$ cat src/rtl/wdtw_cfg.svh
// Constants of the windowed watchdog: timing, register map and fields.
// What this block does
// [RULE1] Counter runs from low-power RC, enabled together.
// [RULE2] Prescaler divides RC clock by 32 or 128.
// [RULE3] Prescale select one means 128, zero 32.
// [RULE4] Base timeout 1 ms or 4 ms.
// [RULE5] Four-bit postscale field picks sixteen ratios.
// [RULE6] Postscale code n divides by two^n.
// [RULE7] Device reset or clock switch restarts counters.
// [RULE8] Entering or leaving sleep/idle restarts counters.
// [RULE9] Kick instruction restarts the timeout period.
// [RULE10] Timeout in sleep/idle wakes, no reset.
// [RULE11] Software clears sleep and idle bits.
// [RULE12] Hard enable fuse forces watchdog running.
// [RULE13] Otherwise soft enable bit five runs it.
// [RULE14] Every device reset clears soft enable.
// [RULE15] Early kick in window mode resets device.
// [RULE16] Timeout sets sticky flag, software clears.
// [RULE17] Timeout while running resets the device.
`ifndef WDTW_CFG_SVH
`define WDTW_CFG_SVH

// ----------------------------------------------------------------------
// Timing
// ----------------------------------------------------------------------
`define WDTW_REF_HZ        100000000
`define WDTW_LOW_POWER_RC_OSC_HZ       32000
`define WDTW_TICK_CYCLES   (`WDTW_REF_HZ / `WDTW_LOW_POWER_RC_OSC_HZ)
`define WDTW_BASE_US_DIV32  1000
`define WDTW_BASE_US_DIV128 4000
`define WDTW_PRE32_LEN  (`WDTW_BASE_US_DIV32 * (`WDTW_LOW_POWER_RC_OSC_HZ / 1000) / 1000)
`define WDTW_PRE128_LEN (`WDTW_BASE_US_DIV128 * (`WDTW_LOW_POWER_RC_OSC_HZ / 1000) / 1000)
`define WDTW_CNT_W     23

// ----------------------------------------------------------------------
// Register map
// ----------------------------------------------------------------------
`define WDTW_ADDR_RESET_CTRL 4'h0
`define WDTW_ADDR_CONFIG     4'h1
`define WDTW_ADDR_INT_STAT   4'h2
`define WDTW_ADDR_INT_CLR    4'h3
`define WDTW_ADDR_INT_EN     4'h4

// ----------------------------------------------------------------------
// Fields
// ----------------------------------------------------------------------
`define WDTW_RC_IDLE     2
`define WDTW_RC_SLEEP    3
`define WDTW_RC_TMO      4
`define WDTW_RC_SWEN     5
`define WDTW_CFG_POST_HI 3
`define WDTW_CFG_PRE     4
`define WDTW_CFG_WINDOW_DISABLE_BIT  6
`define WDTW_CFG_HARDEN  7
`define WDTW_CFG_RESET   8'h5f
`define WDTW_EV_TMO      0
`define WDTW_EV_WIN      1
`define WDTW_EV_WAKE     2
`define WDTW_EV_N        3

`endif

$ cat src/rtl/wdtw_pkg.sv
// Types shared by the windowed watchdog modules.
package wdtw_pkg;
  typedef enum logic [1:0] {
    WDTW_RUN   = 2'b00,
    WDTW_SLEEP = 2'b01,
    WDTW_IDLE  = 2'b10
  } wdtw_mode_t;
  typedef logic [15:0] wdtw_word_t;
  typedef logic [3:0]  wdtw_addr_t;
endpackage

$ cat src/rtl/wdtw_osc_if.sv
// Enable and tick carrier between the watchdog and its RC clock source.
`timescale 1ns/1ps
interface wdtw_osc_if;
  logic osc_en;
  logic tick;
  modport ctrl (output osc_en, input tick);
  modport osc  (input osc_en, output tick);
endinterface

$ cat src/rtl/wdtw_low_power_rc_osc_osc.sv
// Low-power RC clock model: one tick per nominal 32 kHz period.
`timescale 1ns/1ps
module wdtw_low_power_rc_osc_osc #(
  parameter int TICK_CYCLES = 3125
) (
  // Clock and reset.
  input  wire logic  ref_clk_in,
  input  wire logic  nrst_in,
  // Watchdog side.
  wdtw_osc_if.osc    osc
);
  import wdtw_pkg::*;

  logic [15:0] div_cnt;

  // The source only runs while enabled, which saves power when idle.
  always_ff @(posedge ref_clk_in or negedge nrst_in) begin
    if (!nrst_in) begin
      div_cnt  <= 16'h0000;
      osc.tick <= 1'b0;
    end else if (!osc.osc_en) begin
      div_cnt  <= 16'h0000; // [RULE1]
      osc.tick <= 1'b0;
    end else if (div_cnt == 16'(TICK_CYCLES - 1)) begin
      div_cnt  <= 16'h0000;
      osc.tick <= 1'b1;
    end else begin
      div_cnt  <= div_cnt + 16'h0001;
      osc.tick <= 1'b0;
    end
  end
endmodule

$ cat src/rtl/wdtw_top.sv
// Windowed watchdog timer with sleep wake-up and register port.
`timescale 1ns/1ps
`include "wdtw_cfg.svh"
module wdtw_top #(
  parameter int TICK_CYCLES = `WDTW_TICK_CYCLES
) (
  // Clock and reset.
  input  wire logic              REF_CLK_IN,
  input  wire logic              NRST_IN,
  // Register port.
  input  wire wdtw_pkg::wdtw_addr_t ADDR_IN,
  input  wire wdtw_pkg::wdtw_word_t WDATA_IN,
  input  wire logic              WR_IN,
  input  wire logic              RD_IN,
  output wdtw_pkg::wdtw_word_t   RDATA_OUT,
  // Core events.
  input  wire logic              KICK_IN,
  input  wire logic              SLEEP_ENTER_IN,
  input  wire logic              IDLE_ENTER_IN,
  input  wire logic              WAKE_IN,
  input  wire logic              CLK_SWITCH_DONE_IN,
  // Results.
  output logic                   RESET_OUT,
  output logic                   WAKE_OUT,
  output logic                   LOW_POWER_RC_OSC_EN_OUT,
  output logic                   IRQ_OUT
);
  import wdtw_pkg::*;

  localparam int CW = `WDTW_CNT_W;

  wdtw_osc_if osc_if ();

  wdtw_mode_t       mode;
  logic [7:0]       cfg;
  logic             soft_en;
  logic             rc_idle;
  logic             rc_sleep;
  logic             rc_tmo;
  logic [`WDTW_EV_N-1:0] int_stat;
  logic [`WDTW_EV_N-1:0] int_en;
  logic [CW-1:0]    cnt;
  logic [CW-1:0]    pre_len;
  logic [CW-1:0]    period;
  logic             wdt_en;
  logic             window_open;
  logic             timeout;
  logic             run;
  logic             pwrsave_go;
  logic             wake_go;
  logic             kick_run;
  logic             win_viol;
  logic             dev_rst;
  logic             restart;
  logic             wr_rc;
  logic             wr_cfg;
  logic             wr_clr;
  logic             wr_en;
  logic [`WDTW_EV_N-1:0] events;
  logic [`WDTW_EV_N-1:0] next_int_stat;

  // ----------------------------------------------------------------------
  // RC clock source
  // ----------------------------------------------------------------------
  wdtw_low_power_rc_osc_osc #(
    .TICK_CYCLES (TICK_CYCLES)
  ) u_osc (
    .ref_clk_in (REF_CLK_IN),
    .nrst_in    (NRST_IN),
    .osc        (osc_if.osc)
  );

  // The fuse forces the timer on; otherwise the soft bit decides.
  assign wdt_en        = cfg[`WDTW_CFG_HARDEN] | soft_en; // [RULE12] [RULE13]
  assign osc_if.osc_en = wdt_en; // [RULE1]

  // ----------------------------------------------------------------------
  // Timeout arithmetic
  // ----------------------------------------------------------------------
  // The low bits of the counter act as the prescaler, the rest as the
  // postscaler, so one comparison covers both stages.
  assign pre_len = cfg[`WDTW_CFG_PRE]            // [RULE3]
                   ? CW'(`WDTW_PRE128_LEN)       // [RULE2]
                   : CW'(`WDTW_PRE32_LEN);       // [RULE4]
  assign period  = pre_len << cfg[`WDTW_CFG_POST_HI:0]; // [RULE5] [RULE6]
  assign window_open = cnt >= (period - (period >> 2)); // [RULE15]
  assign timeout = wdt_en && osc_if.tick && (cnt == period - CW'(1));

  assign run        = (mode == WDTW_RUN);
  assign pwrsave_go = run && (SLEEP_ENTER_IN || IDLE_ENTER_IN);
  assign wake_go    = !run && (timeout || WAKE_IN);
  assign kick_run   = run && KICK_IN;
  assign win_viol   = kick_run && wdt_en && !cfg[`WDTW_CFG_WINDOW_DISABLE_BIT]
                      && !window_open; // [RULE15]
  assign dev_rst    = run && (timeout || win_viol); // [RULE17]

  // Every restart source clears both stages at once.
  assign restart = CLK_SWITCH_DONE_IN            // [RULE7]
                   || pwrsave_go || wake_go      // [RULE8]
                   || kick_run                   // [RULE9]
                   || timeout || dev_rst || !wdt_en;

  // ----------------------------------------------------------------------
  // Counter
  // ----------------------------------------------------------------------
  // Counting carries on in sleep and idle; only the enable gates it.
  always_ff @(posedge REF_CLK_IN or negedge NRST_IN) begin
    if (!NRST_IN) begin
      cnt <= '0; // [RULE7]
    end else if (restart) begin
      cnt <= '0;
    end else if (osc_if.tick) begin
      cnt <= cnt + CW'(1); // [RULE10]
    end
  end

  // ----------------------------------------------------------------------
  // Power mode
  // ----------------------------------------------------------------------
  always_ff @(posedge REF_CLK_IN or negedge NRST_IN) begin
    if (!NRST_IN) begin
      mode <= WDTW_RUN;
    end else begin
      case (mode)
        WDTW_RUN: begin
          if (SLEEP_ENTER_IN) begin
            mode <= WDTW_SLEEP;
          end else if (IDLE_ENTER_IN) begin
            mode <= WDTW_IDLE;
          end
        end
        WDTW_SLEEP, WDTW_IDLE: begin
          if (wake_go) begin
            mode <= WDTW_RUN; // [RULE10]
          end
        end
        default: begin
          mode <= WDTW_RUN;
        end
      endcase
    end
  end

  // ----------------------------------------------------------------------
  // Register decode
  // ----------------------------------------------------------------------
  always_comb begin
    wr_rc  = 1'b0;
    wr_cfg = 1'b0;
    wr_clr = 1'b0;
    wr_en  = 1'b0;
    if (WR_IN && ADDR_IN == `WDTW_ADDR_RESET_CTRL) begin
      wr_rc = 1'b1;
    end else if (WR_IN && ADDR_IN == `WDTW_ADDR_CONFIG) begin
      wr_cfg = 1'b1;
    end else if (WR_IN && ADDR_IN == `WDTW_ADDR_INT_CLR) begin
      wr_clr = 1'b1;
    end else if (WR_IN && ADDR_IN == `WDTW_ADDR_INT_EN) begin
      wr_en = 1'b1;
    end
  end

  // Configuration word stands in for the fuses and loads its default.
  always_ff @(posedge REF_CLK_IN or negedge NRST_IN) begin
    if (!NRST_IN) begin
      cfg <= `WDTW_CFG_RESET;
    end else if (wr_cfg) begin
      cfg <= WDATA_IN[7:0];
    end
  end

  // Soft enable drops on every device reset, including our own.
  always_ff @(posedge REF_CLK_IN or negedge NRST_IN) begin
    if (!NRST_IN) begin
      soft_en <= 1'b0; // [RULE14]
    end else if (dev_rst) begin
      soft_en <= 1'b0; // [RULE14]
    end else if (wr_rc) begin
      soft_en <= WDATA_IN[`WDTW_RC_SWEN]; // [RULE13]
    end
  end

  // Status bits: hardware set wins over a clearing write in one cycle.
  // The sleep and idle bits stay set after a wake; software clears them.
  always_ff @(posedge REF_CLK_IN or negedge NRST_IN) begin
    if (!NRST_IN) begin
      rc_tmo   <= 1'b0;
      rc_sleep <= 1'b0;
      rc_idle  <= 1'b0;
    end else begin
      if (timeout) begin
        rc_tmo <= 1'b1; // [RULE16]
      end else if (wr_rc) begin
        rc_tmo <= WDATA_IN[`WDTW_RC_TMO];
      end
      if (pwrsave_go && SLEEP_ENTER_IN) begin
        rc_sleep <= 1'b1; // [RULE11]
      end else if (wr_rc) begin
        rc_sleep <= WDATA_IN[`WDTW_RC_SLEEP];
      end
      if (pwrsave_go && !SLEEP_ENTER_IN) begin
        rc_idle <= 1'b1;
      end else if (wr_rc) begin
        rc_idle <= WDATA_IN[`WDTW_RC_IDLE];
      end
    end
  end

  // ----------------------------------------------------------------------
  // Interrupts
  // ----------------------------------------------------------------------
  assign events[`WDTW_EV_TMO]  = timeout;
  assign events[`WDTW_EV_WIN]  = win_viol;
  assign events[`WDTW_EV_WAKE] = wake_go;

  always_comb begin
    next_int_stat = int_stat;
    if (wr_clr) begin
      next_int_stat = int_stat & ~WDATA_IN[`WDTW_EV_N-1:0];
    end
    next_int_stat = next_int_stat | events;
  end

  always_ff @(posedge REF_CLK_IN or negedge NRST_IN) begin
    if (!NRST_IN) begin
      int_stat <= '0;
      int_en   <= '0;
    end else begin
      int_stat <= next_int_stat;
      if (wr_en) begin
        int_en <= WDATA_IN[`WDTW_EV_N-1:0];
      end
    end
  end

  // ----------------------------------------------------------------------
  // Outputs
  // ----------------------------------------------------------------------
  // Reset and wake leave as single-cycle pulses from flops.
  always_ff @(posedge REF_CLK_IN or negedge NRST_IN) begin
    if (!NRST_IN) begin
      RESET_OUT   <= 1'b0;
      WAKE_OUT    <= 1'b0;
      LOW_POWER_RC_OSC_EN_OUT <= 1'b0;
      IRQ_OUT     <= 1'b0;
    end else begin
      RESET_OUT   <= dev_rst; // [RULE15] [RULE17]
      WAKE_OUT    <= !run && timeout; // [RULE10]
      LOW_POWER_RC_OSC_EN_OUT <= wdt_en; // [RULE1]
      IRQ_OUT     <= |(int_stat & int_en);
    end
  end

  // Read data stand only in the cycle after the strobe.
  always_ff @(posedge REF_CLK_IN or negedge NRST_IN) begin
    if (!NRST_IN) begin
      RDATA_OUT <= 16'h0000;
    end else if (!RD_IN) begin
      RDATA_OUT <= 16'h0000;
    end else if (ADDR_IN == `WDTW_ADDR_RESET_CTRL) begin
      RDATA_OUT <= 16'h0000;
      RDATA_OUT[`WDTW_RC_IDLE]  <= rc_idle;
      RDATA_OUT[`WDTW_RC_SLEEP] <= rc_sleep;
      RDATA_OUT[`WDTW_RC_TMO]   <= rc_tmo;
      RDATA_OUT[`WDTW_RC_SWEN]  <= soft_en;
    end else if (ADDR_IN == `WDTW_ADDR_CONFIG) begin
      RDATA_OUT <= {8'h00, cfg};
    end else if (ADDR_IN == `WDTW_ADDR_INT_STAT) begin
      RDATA_OUT <= 16'(int_stat);
    end else if (ADDR_IN == `WDTW_ADDR_INT_EN) begin
      RDATA_OUT <= 16'(int_en);
    end else begin
      RDATA_OUT <= 16'h0000;
    end
  end
endmodule

$ cat config.mk
export PLATFORM = sky130hd
export DESIGN_NAME = wdtw_top
export DESIGN_NICKNAME = d
export VERILOG_FILES = /design/src/rtl/wdtw_pkg.sv /design/src/rtl/wdtw_osc_if.sv /design/src/rtl/wdtw_low_power_rc_osc_osc.sv /design/src/rtl/wdtw_top.sv
export VERILOG_INCLUDE_DIRS = /design/src /design/src/rtl
export SDC_FILE = /design/constraint.sdc
export NUM_CORES = 1
export LEC_CHECK = 0
export BUFFER_PORTS_ARGS = -buffer_cell sky130_fd_sc_hd__buf_4
export CAP_MARGIN = 20
export CORE_ASPECT_RATIO = 1.25
export CORE_MARGIN = 5
export CORE_UTILIZATION = 50
export DETAILED_ROUTE_END_ITERATION = 8
export GPL_ROUTABILITY_DRIVEN = 0
export PLACE_DENSITY = 0.72
export SLEW_MARGIN = 10
export SYNTH_ARGS = -nofsm -noshare
export SYNTH_HDL_FRONTEND = slang
export SYNTH_SLANG_ARGS = --single-unit
$ cat constraint.sdc
create_clock -name REF_CLK_IN -period 4.5 [get_ports REF_CLK_IN]
set_clock_uncertainty 0.15 [all_clocks]
set_input_delay 0.675 -clock REF_CLK_IN [delete_from_list [all_inputs] [get_ports REF_CLK_IN]]
set_output_delay 0.675 -clock REF_CLK_IN [all_outputs]
set_load 0.1 [all_outputs]
# After elaboration in Yosys (flattened, before gate mapping)
# Cells that the tools add are included.
# totals
wordCells,112
reg_bits,80
output_inout_bits,20
# op_classes
muxes,35
n_addsub,4
n_lt_le_gt_ge,1
reduce_logical,40
n_shift,1
eq_ne,10
n_bitwise,5
# ops
operator,n
$mux W23,2
$mux W16,2
$mux W8,4
$add A23 B1 Y23 const B,1
$eq A23 B23 Y1,1
$ge A23 B23 Y1,1
$shl A8 B4 Y23,1
$sub A23 B1 Y23 const B,1
$sub A23 B21 Y23,1
$mux W1,20
$add A16 B1 Y16 const B,1
$eq A16 B12 Y1 const B,1
$logic_and A1 B1 Y1,16
$reduce_bool A2 Y1,5
$logic_or A1 B1 Y1,9
$mux W3,3
$eq A4 B2 Y1 const B,2
$and A3 B3 Y3,2
$mux W2,3
$logic_not A1 Y1,5
$eq A4 B1 Y1 const B,1
$eq A4 B3 Y1 const B,1
$logic_not A4 Y1,1
$pmux W2 S2,1
other kinds (11),11

# Logic depth before layout (Yosys ltp)
# logic_depth
depth_word,13
ltp_mapped,20

# Modules after synthesis
# From an unflattened synthesis, not the netlist that was laid out.
# unflattened
cells_unflattened,650
area_unflattened_um2,5823.1
# by_module_without_submodules
module,n_inst,area_each_um2,seq_area_each_um2,cells_each
wdtw_top,1,4956.0,1383.8,563
wdtw_low_power_rc_osc_osc,1,867.1,425.4,87

# Worst setup path after synthesis
# Ideal clock, no wire load.
# synth_timing
path_kind,register -> register
startpoint,reg cfg[3]
endpoint,reg RESET_OUT
path_stages_with_launch,17
path_buffers,1
required_ns,4.230
synth_period_minus_slack_ns,4.411
path_slack_ns,0.089
arrival_time_ns,4.141
path_cell_list,dfstp_2 -> buf_2 -> or4b_1 -> a21oi_2 -> ha_1 -> a21oi_1 -> o211ai_1 -> o31ai_1 -> o211ai_1 -> a31oi_1 -> mux2_2 -> ha_1 -> and4_1 -> nand2_1 -> a2111oi_0 -> nor2_1 -> a31o_2
# synth_via
elab_chain_cells,7
# synth_lines
item,line_no,source
"start, declared",wdtw_top.sv:35,logic [7:0] cfg;
"start signal, assigned",wdtw_top.sv:166,cfg <= `WDTW_CFG_RESET;
"start signal, assigned",wdtw_top.sv:168,cfg <= WDATA_IN[7:0];
$shl A8 B4 Y23 (*),wdtw_top.sv:85,assign period = pre_len << cfg[`WDTW_CFG_POST_HI:0];
$sub A23 B21 Y23,wdtw_top.sv:86,assign window_open = cnt >= (period - (period >> 2));
$ge A23 B23 Y1,wdtw_top.sv:86,
$logic_not A1 Y1,wdtw_top.sv:94,&& !window_open;
$logic_and A1 B1 Y1,wdtw_top.sv:93,assign win_viol = kick_run && wdt_en && !cfg[`WDTW_CFG_WINDOW_DISABLE_BIT]
$logic_or A1 B1 Y1 (*),wdtw_top.sv:95,assign dev_rst = run && (timeout || win_viol);
$logic_and A1 B1 Y1 (*),wdtw_top.sv:95,
named net dev_rst,wdtw_top.sv:53,logic dev_rst;
"end signal, assigned",wdtw_top.sv:247,RESET_OUT <= dev_rst;
"end, declared",wdtw_top.sv:23,"output logic RESET_OUT,"
# Mark *: on every way through the listed nets, which the timed path passes. The rest lies on a longest branch.
# A chain may end at the register's enable or synchronous reset.

# Final worst setup path
# layout_timing
startpoint,reg cfg[1]
endpoint,reg soft_en
# layout_via
elab_chain_cells,8
# layout_lines
item,line_no,source
$shl A8 B4 Y23 (*),wdtw_top.sv:85,
$sub A23 B21 Y23,wdtw_top.sv:86,
$ge A23 B23 Y1,wdtw_top.sv:86,
$logic_not A1 Y1,wdtw_top.sv:94,
$logic_and A1 B1 Y1,wdtw_top.sv:93,
$logic_or A1 B1 Y1 (*),wdtw_top.sv:95,
$logic_and A1 B1 Y1 (*),wdtw_top.sv:95,
$mux W1 / $reduce_bool A2 Y1 (equally long branches),--,
"end signal, assigned",wdtw_top.sv:179,soft_en <= WDATA_IN[`WDTW_RC_SWEN];
"end, declared",wdtw_top.sv:36,logic soft_en;
# Every way passes the cells marked *; elsewhere a longest branch is shown, timed or not.

==> results.md <==
- finished with violations — run status
- setup timing — violations in the final reports
- yes — setup repair after global routing missed its margin
- cfg[1] — FF-to-FF Start
- 18.34% — area delta synth->final
- 6491 um^2 — Post-Place Cell Area
- 72 — clock sinks
- 0 — overall overflow remaining after global route
- 0.06 ns — clock edge transition at the registers on the reported setup and hold paths
- 5287 — vias in the first global route
- flip-flop — kind of start point of the critical path
- 72 — flops & latches, synth
- 3.198 nW — cell leakage power
- reg -> reg — startpoint-to-endpoint class of the critical path
- 11620 um^2 — Core Footprint
- 5399 — via total after detailed routing
- 0 — max-cap violations
- 100.8% — portion of the clock cycle consumed by the worst path in the final layout
- sky130_fd_sc_hd__buf_4 (78), sky130_fd_sc_hd__nand2_1 (77), sky130_fd_sc_hd__dfrtp_1 (66) — most used cells in the layout excluding fill and tap cells
- sky130_fd_sc_hd__dfstp_2 — master of the slowest instance on the critical path
- 79 — count of unique library cells instantiated by Yosys
- 2 — number of setup violations in the final report
- 32 — Port Buffer Count
- 16.97 um — wire per inst
- 3 — deepest level of the CTS H-tree
- 8.460 um^2 — syn_area_per_cell
- 0 — final number of hold-violating endpoints
- 833 — nets
- yes — CTS tree
- 50.98% — effective utilization at floorplan
- 107.3 um — Die Width
- sky130_fd_sc_hd__dfrtp_1 (28%), sky130_fd_sc_hd__ha_1 (8.9%), sky130_fd_sc_hd__xnor2_1 (5.0%) — biggest area contributors in the synthesized netlist
- sky130_fd_sc_hd__buf_4 — most common cell after layout, fill and taps aside
- 131.7 um — die boundary height
- 4.58 ns — Req. time, crit path
- 100.0% — asr flop ratio synth
- 11650 um — post-DP HPWL
- 5922 um^2 — Cell Area, Synth
- soft_en — Crit Reg-Reg Endpoint
- 14130 um^2 — area of the die
- 15750 um — final wirelength
- 0 — remaining antenna violation count
- 1809 um^2 — FF/Latch Area
- 0.34 ns — later-pin clock latency in the skew report
- 27.89% — area fraction of the dominant cell type after synthesis
- 0 — antenna diode count
- 38.20% — Max-Slew Margin vs Limit
- 49 — Ports
- 466.9 nW/um^2 — power density normalized to cell area
- 4.62 ns — arrival time of the worst setup path
- -0.03774 ns — fin worst setup slack
- buf_6 -> nand4b_1 -> a21oi_4 -> ha_4 -> a21oi_2 -> o211ai_1 -> o31ai_2 -> o211ai_1 -> a31oi_1 -> mux2_4 -> ha_4 -> and4_4 -> nand2_4 -> a2111oi_1 -> buf_4 -> nor2_1 -> a311oi_1 — CP Cell Sequence
- 9 — total CTS buffers
- 0.0002532 V — maximum vdd drop
- 220.4 MHz — achievable frequency
- sky130_fd_sc_hd__clkbuf_16 — Root Buffer
- 0 — count of flip-flops with a built-in enable after synthesis
- -0.04 ns — Worst R2R Setup Slack
- 2 — largest buffer count on any clock path
- 0.63 ns — CP peak stage delay
- 3892 um^2 — area taken by multi-input logic gates
- 618 — number of violations reported at the end of detailed-routing iteration 0
- 0 — remaining routing DRC violations
- 30.55% — portion of the post-synthesis area used by sequential elements
- 17 — Worst Reg2Reg Path Length in Cells
- 22.06% — Total Routing Usage GR
- 0 — warnings from Yosys
- -0.04670 ns — Setup TNS
- 73 — maximum number of pins on one net before global-route repair
- 25500 um — global-route wire length before repair
- flip-flop — sort of element at the end of the critical path
- 700 — number of instances in the synthesized netlist
- in -> async — worst hold path class
- sky130_fd_sc_hd__dfrtp_1 — library cell with the largest summed area after synthesis
- 5.818 — Vias per Instance
- 0 — max-slew violations
- sky130_fd_sc_hd__dfrtp_1 — flip-flop cell with the highest count after synthesis
- 0 — total of hold buffers inserted after clock tree synthesis
- 19.69% — share of cells above drive strength 1
- 989 — number of inserted filler cells in the final layout
- 44 — number of rows created at floorplan
- 7008 um^2 — area of all placed cells without fillers
- 7 — first-pass iteration count of the detailed router
- 5 — maximum fanout along the worst path
- 4.538 ns — Min Clock Period, post-route
- 0.9186 ns — measured slew at the worst slew-check pin
- 0 — initial antenna violation count
registers in the layout (all words and copies together) (netlist names):
register / cells
IRQ_OUT: 1
LOW_POWER_RC_OSC_EN_OUT: 1
RDATA_OUT: 8
RESET_OUT: 1
WAKE_OUT: 1
cfg: 8
cnt: 23
int_en: 3
int_stat: 3
mode: 2
rc_idle: 1
rc_sleep: 1
rc_tmo: 1
soft_en: 1
u_osc.div_cnt: 16
u_osc.osc.tick: 1
metrics by stage:
step                worst slack [ns]  util, %  total power, mW  cells  hold WS, ns
floorplan                    0.08900        -            1.991    707       0.2294
global placement            -0.01659    55.88            2.408    906       0.3338
detailed placement          -0.06069    55.88            2.466    906       0.3486
CTS                          0.02872    58.37            3.143    922       0.3396
global route                 -0.1833    60.33            3.490    928       0.3730
finish                      -0.03774    60.33            3.272    928       0.3177
what timing repair did:
action,in CTS,in global routing
buffers inserted,0,5
setup endpoints to repair,2,3
pin swaps,1,19
gates resized for setup,4,33
cell families (layout without fill, tap and decap cells):
group           after synthesis  count (layout)  share of synthesized area, %
flops                        72              72                         30.55
other cells                   1               8                       0.06332
simple gates                264             264                         23.11
xor+xnor                     62              62                         9.888
buf+inv                      85             145                         7.205
fa+ha+maj                    42              42                         8.874
compound gates              164             164                         18.49
mux                          10              10                         1.817
synth_stat cells (all sizes together) (17+ instances only):
library cell	instances
nand2	79
dfrtp	66
nor2	49
a21oi	44
inv	44
ha	42
o21ai	37
xnor2	34
buf	29
nand3	26
xor2	26
nor3	17
metal layers:
layer,track usage [%],wire (um),part of all wire (%),up-vias
met4,8.491,382,2.4,0
met5,0,0,0,-
met2,39.39,8325,53,170
met3,3.484,666,4.2,32
li1,-,-,-,2612
met1,26.23,6372,40,2585
worst max path at each step:
stage	end	slack (ns)	depth (start not counted)	start
after floorplan	RESET_OUT	0.09	16	cfg[3]
final	soft_en	-0.04	17	cfg[1]
after global placement	RESET_OUT	-0.02	18	cfg[2]
after CTS	RESET_OUT	0.03	18	cfg[3]
after global routing	soft_en	-0.18	17	cfg[1]
after detailed placement	RESET_OUT	-0.06	17	cfg[3]
critical path: cells and delay by family, from the launching register on:
kind,cells,cell delay (ns)
AO/OA/AOI/OAI,8,1.83
adder cells (fa/ha/maj),2,0.51
buffers and inverters,2,0.33
flip-flops,1,0.63
multiplexers,1,0.34
AND/OR/NAND/NOR,4,0.63
power by group:
group          internal [mW]  switching (mW)  leakage [nW]
sequential             0.723          0.0608         0.945
combinational          0.783            1.05          2.12
clock                  0.375           0.279         0.133
final cells by class:
cell class	count	area share [%]
multi-input cells	550	55.54
clock inverters	6	0.6249
inverters	45	2.428
well taps	161	2.874
flip-flops and latches	72	25.82
clock buffers	10	3.267
repair buffers	84	9.445
Power figures use the tool's default switching activity.
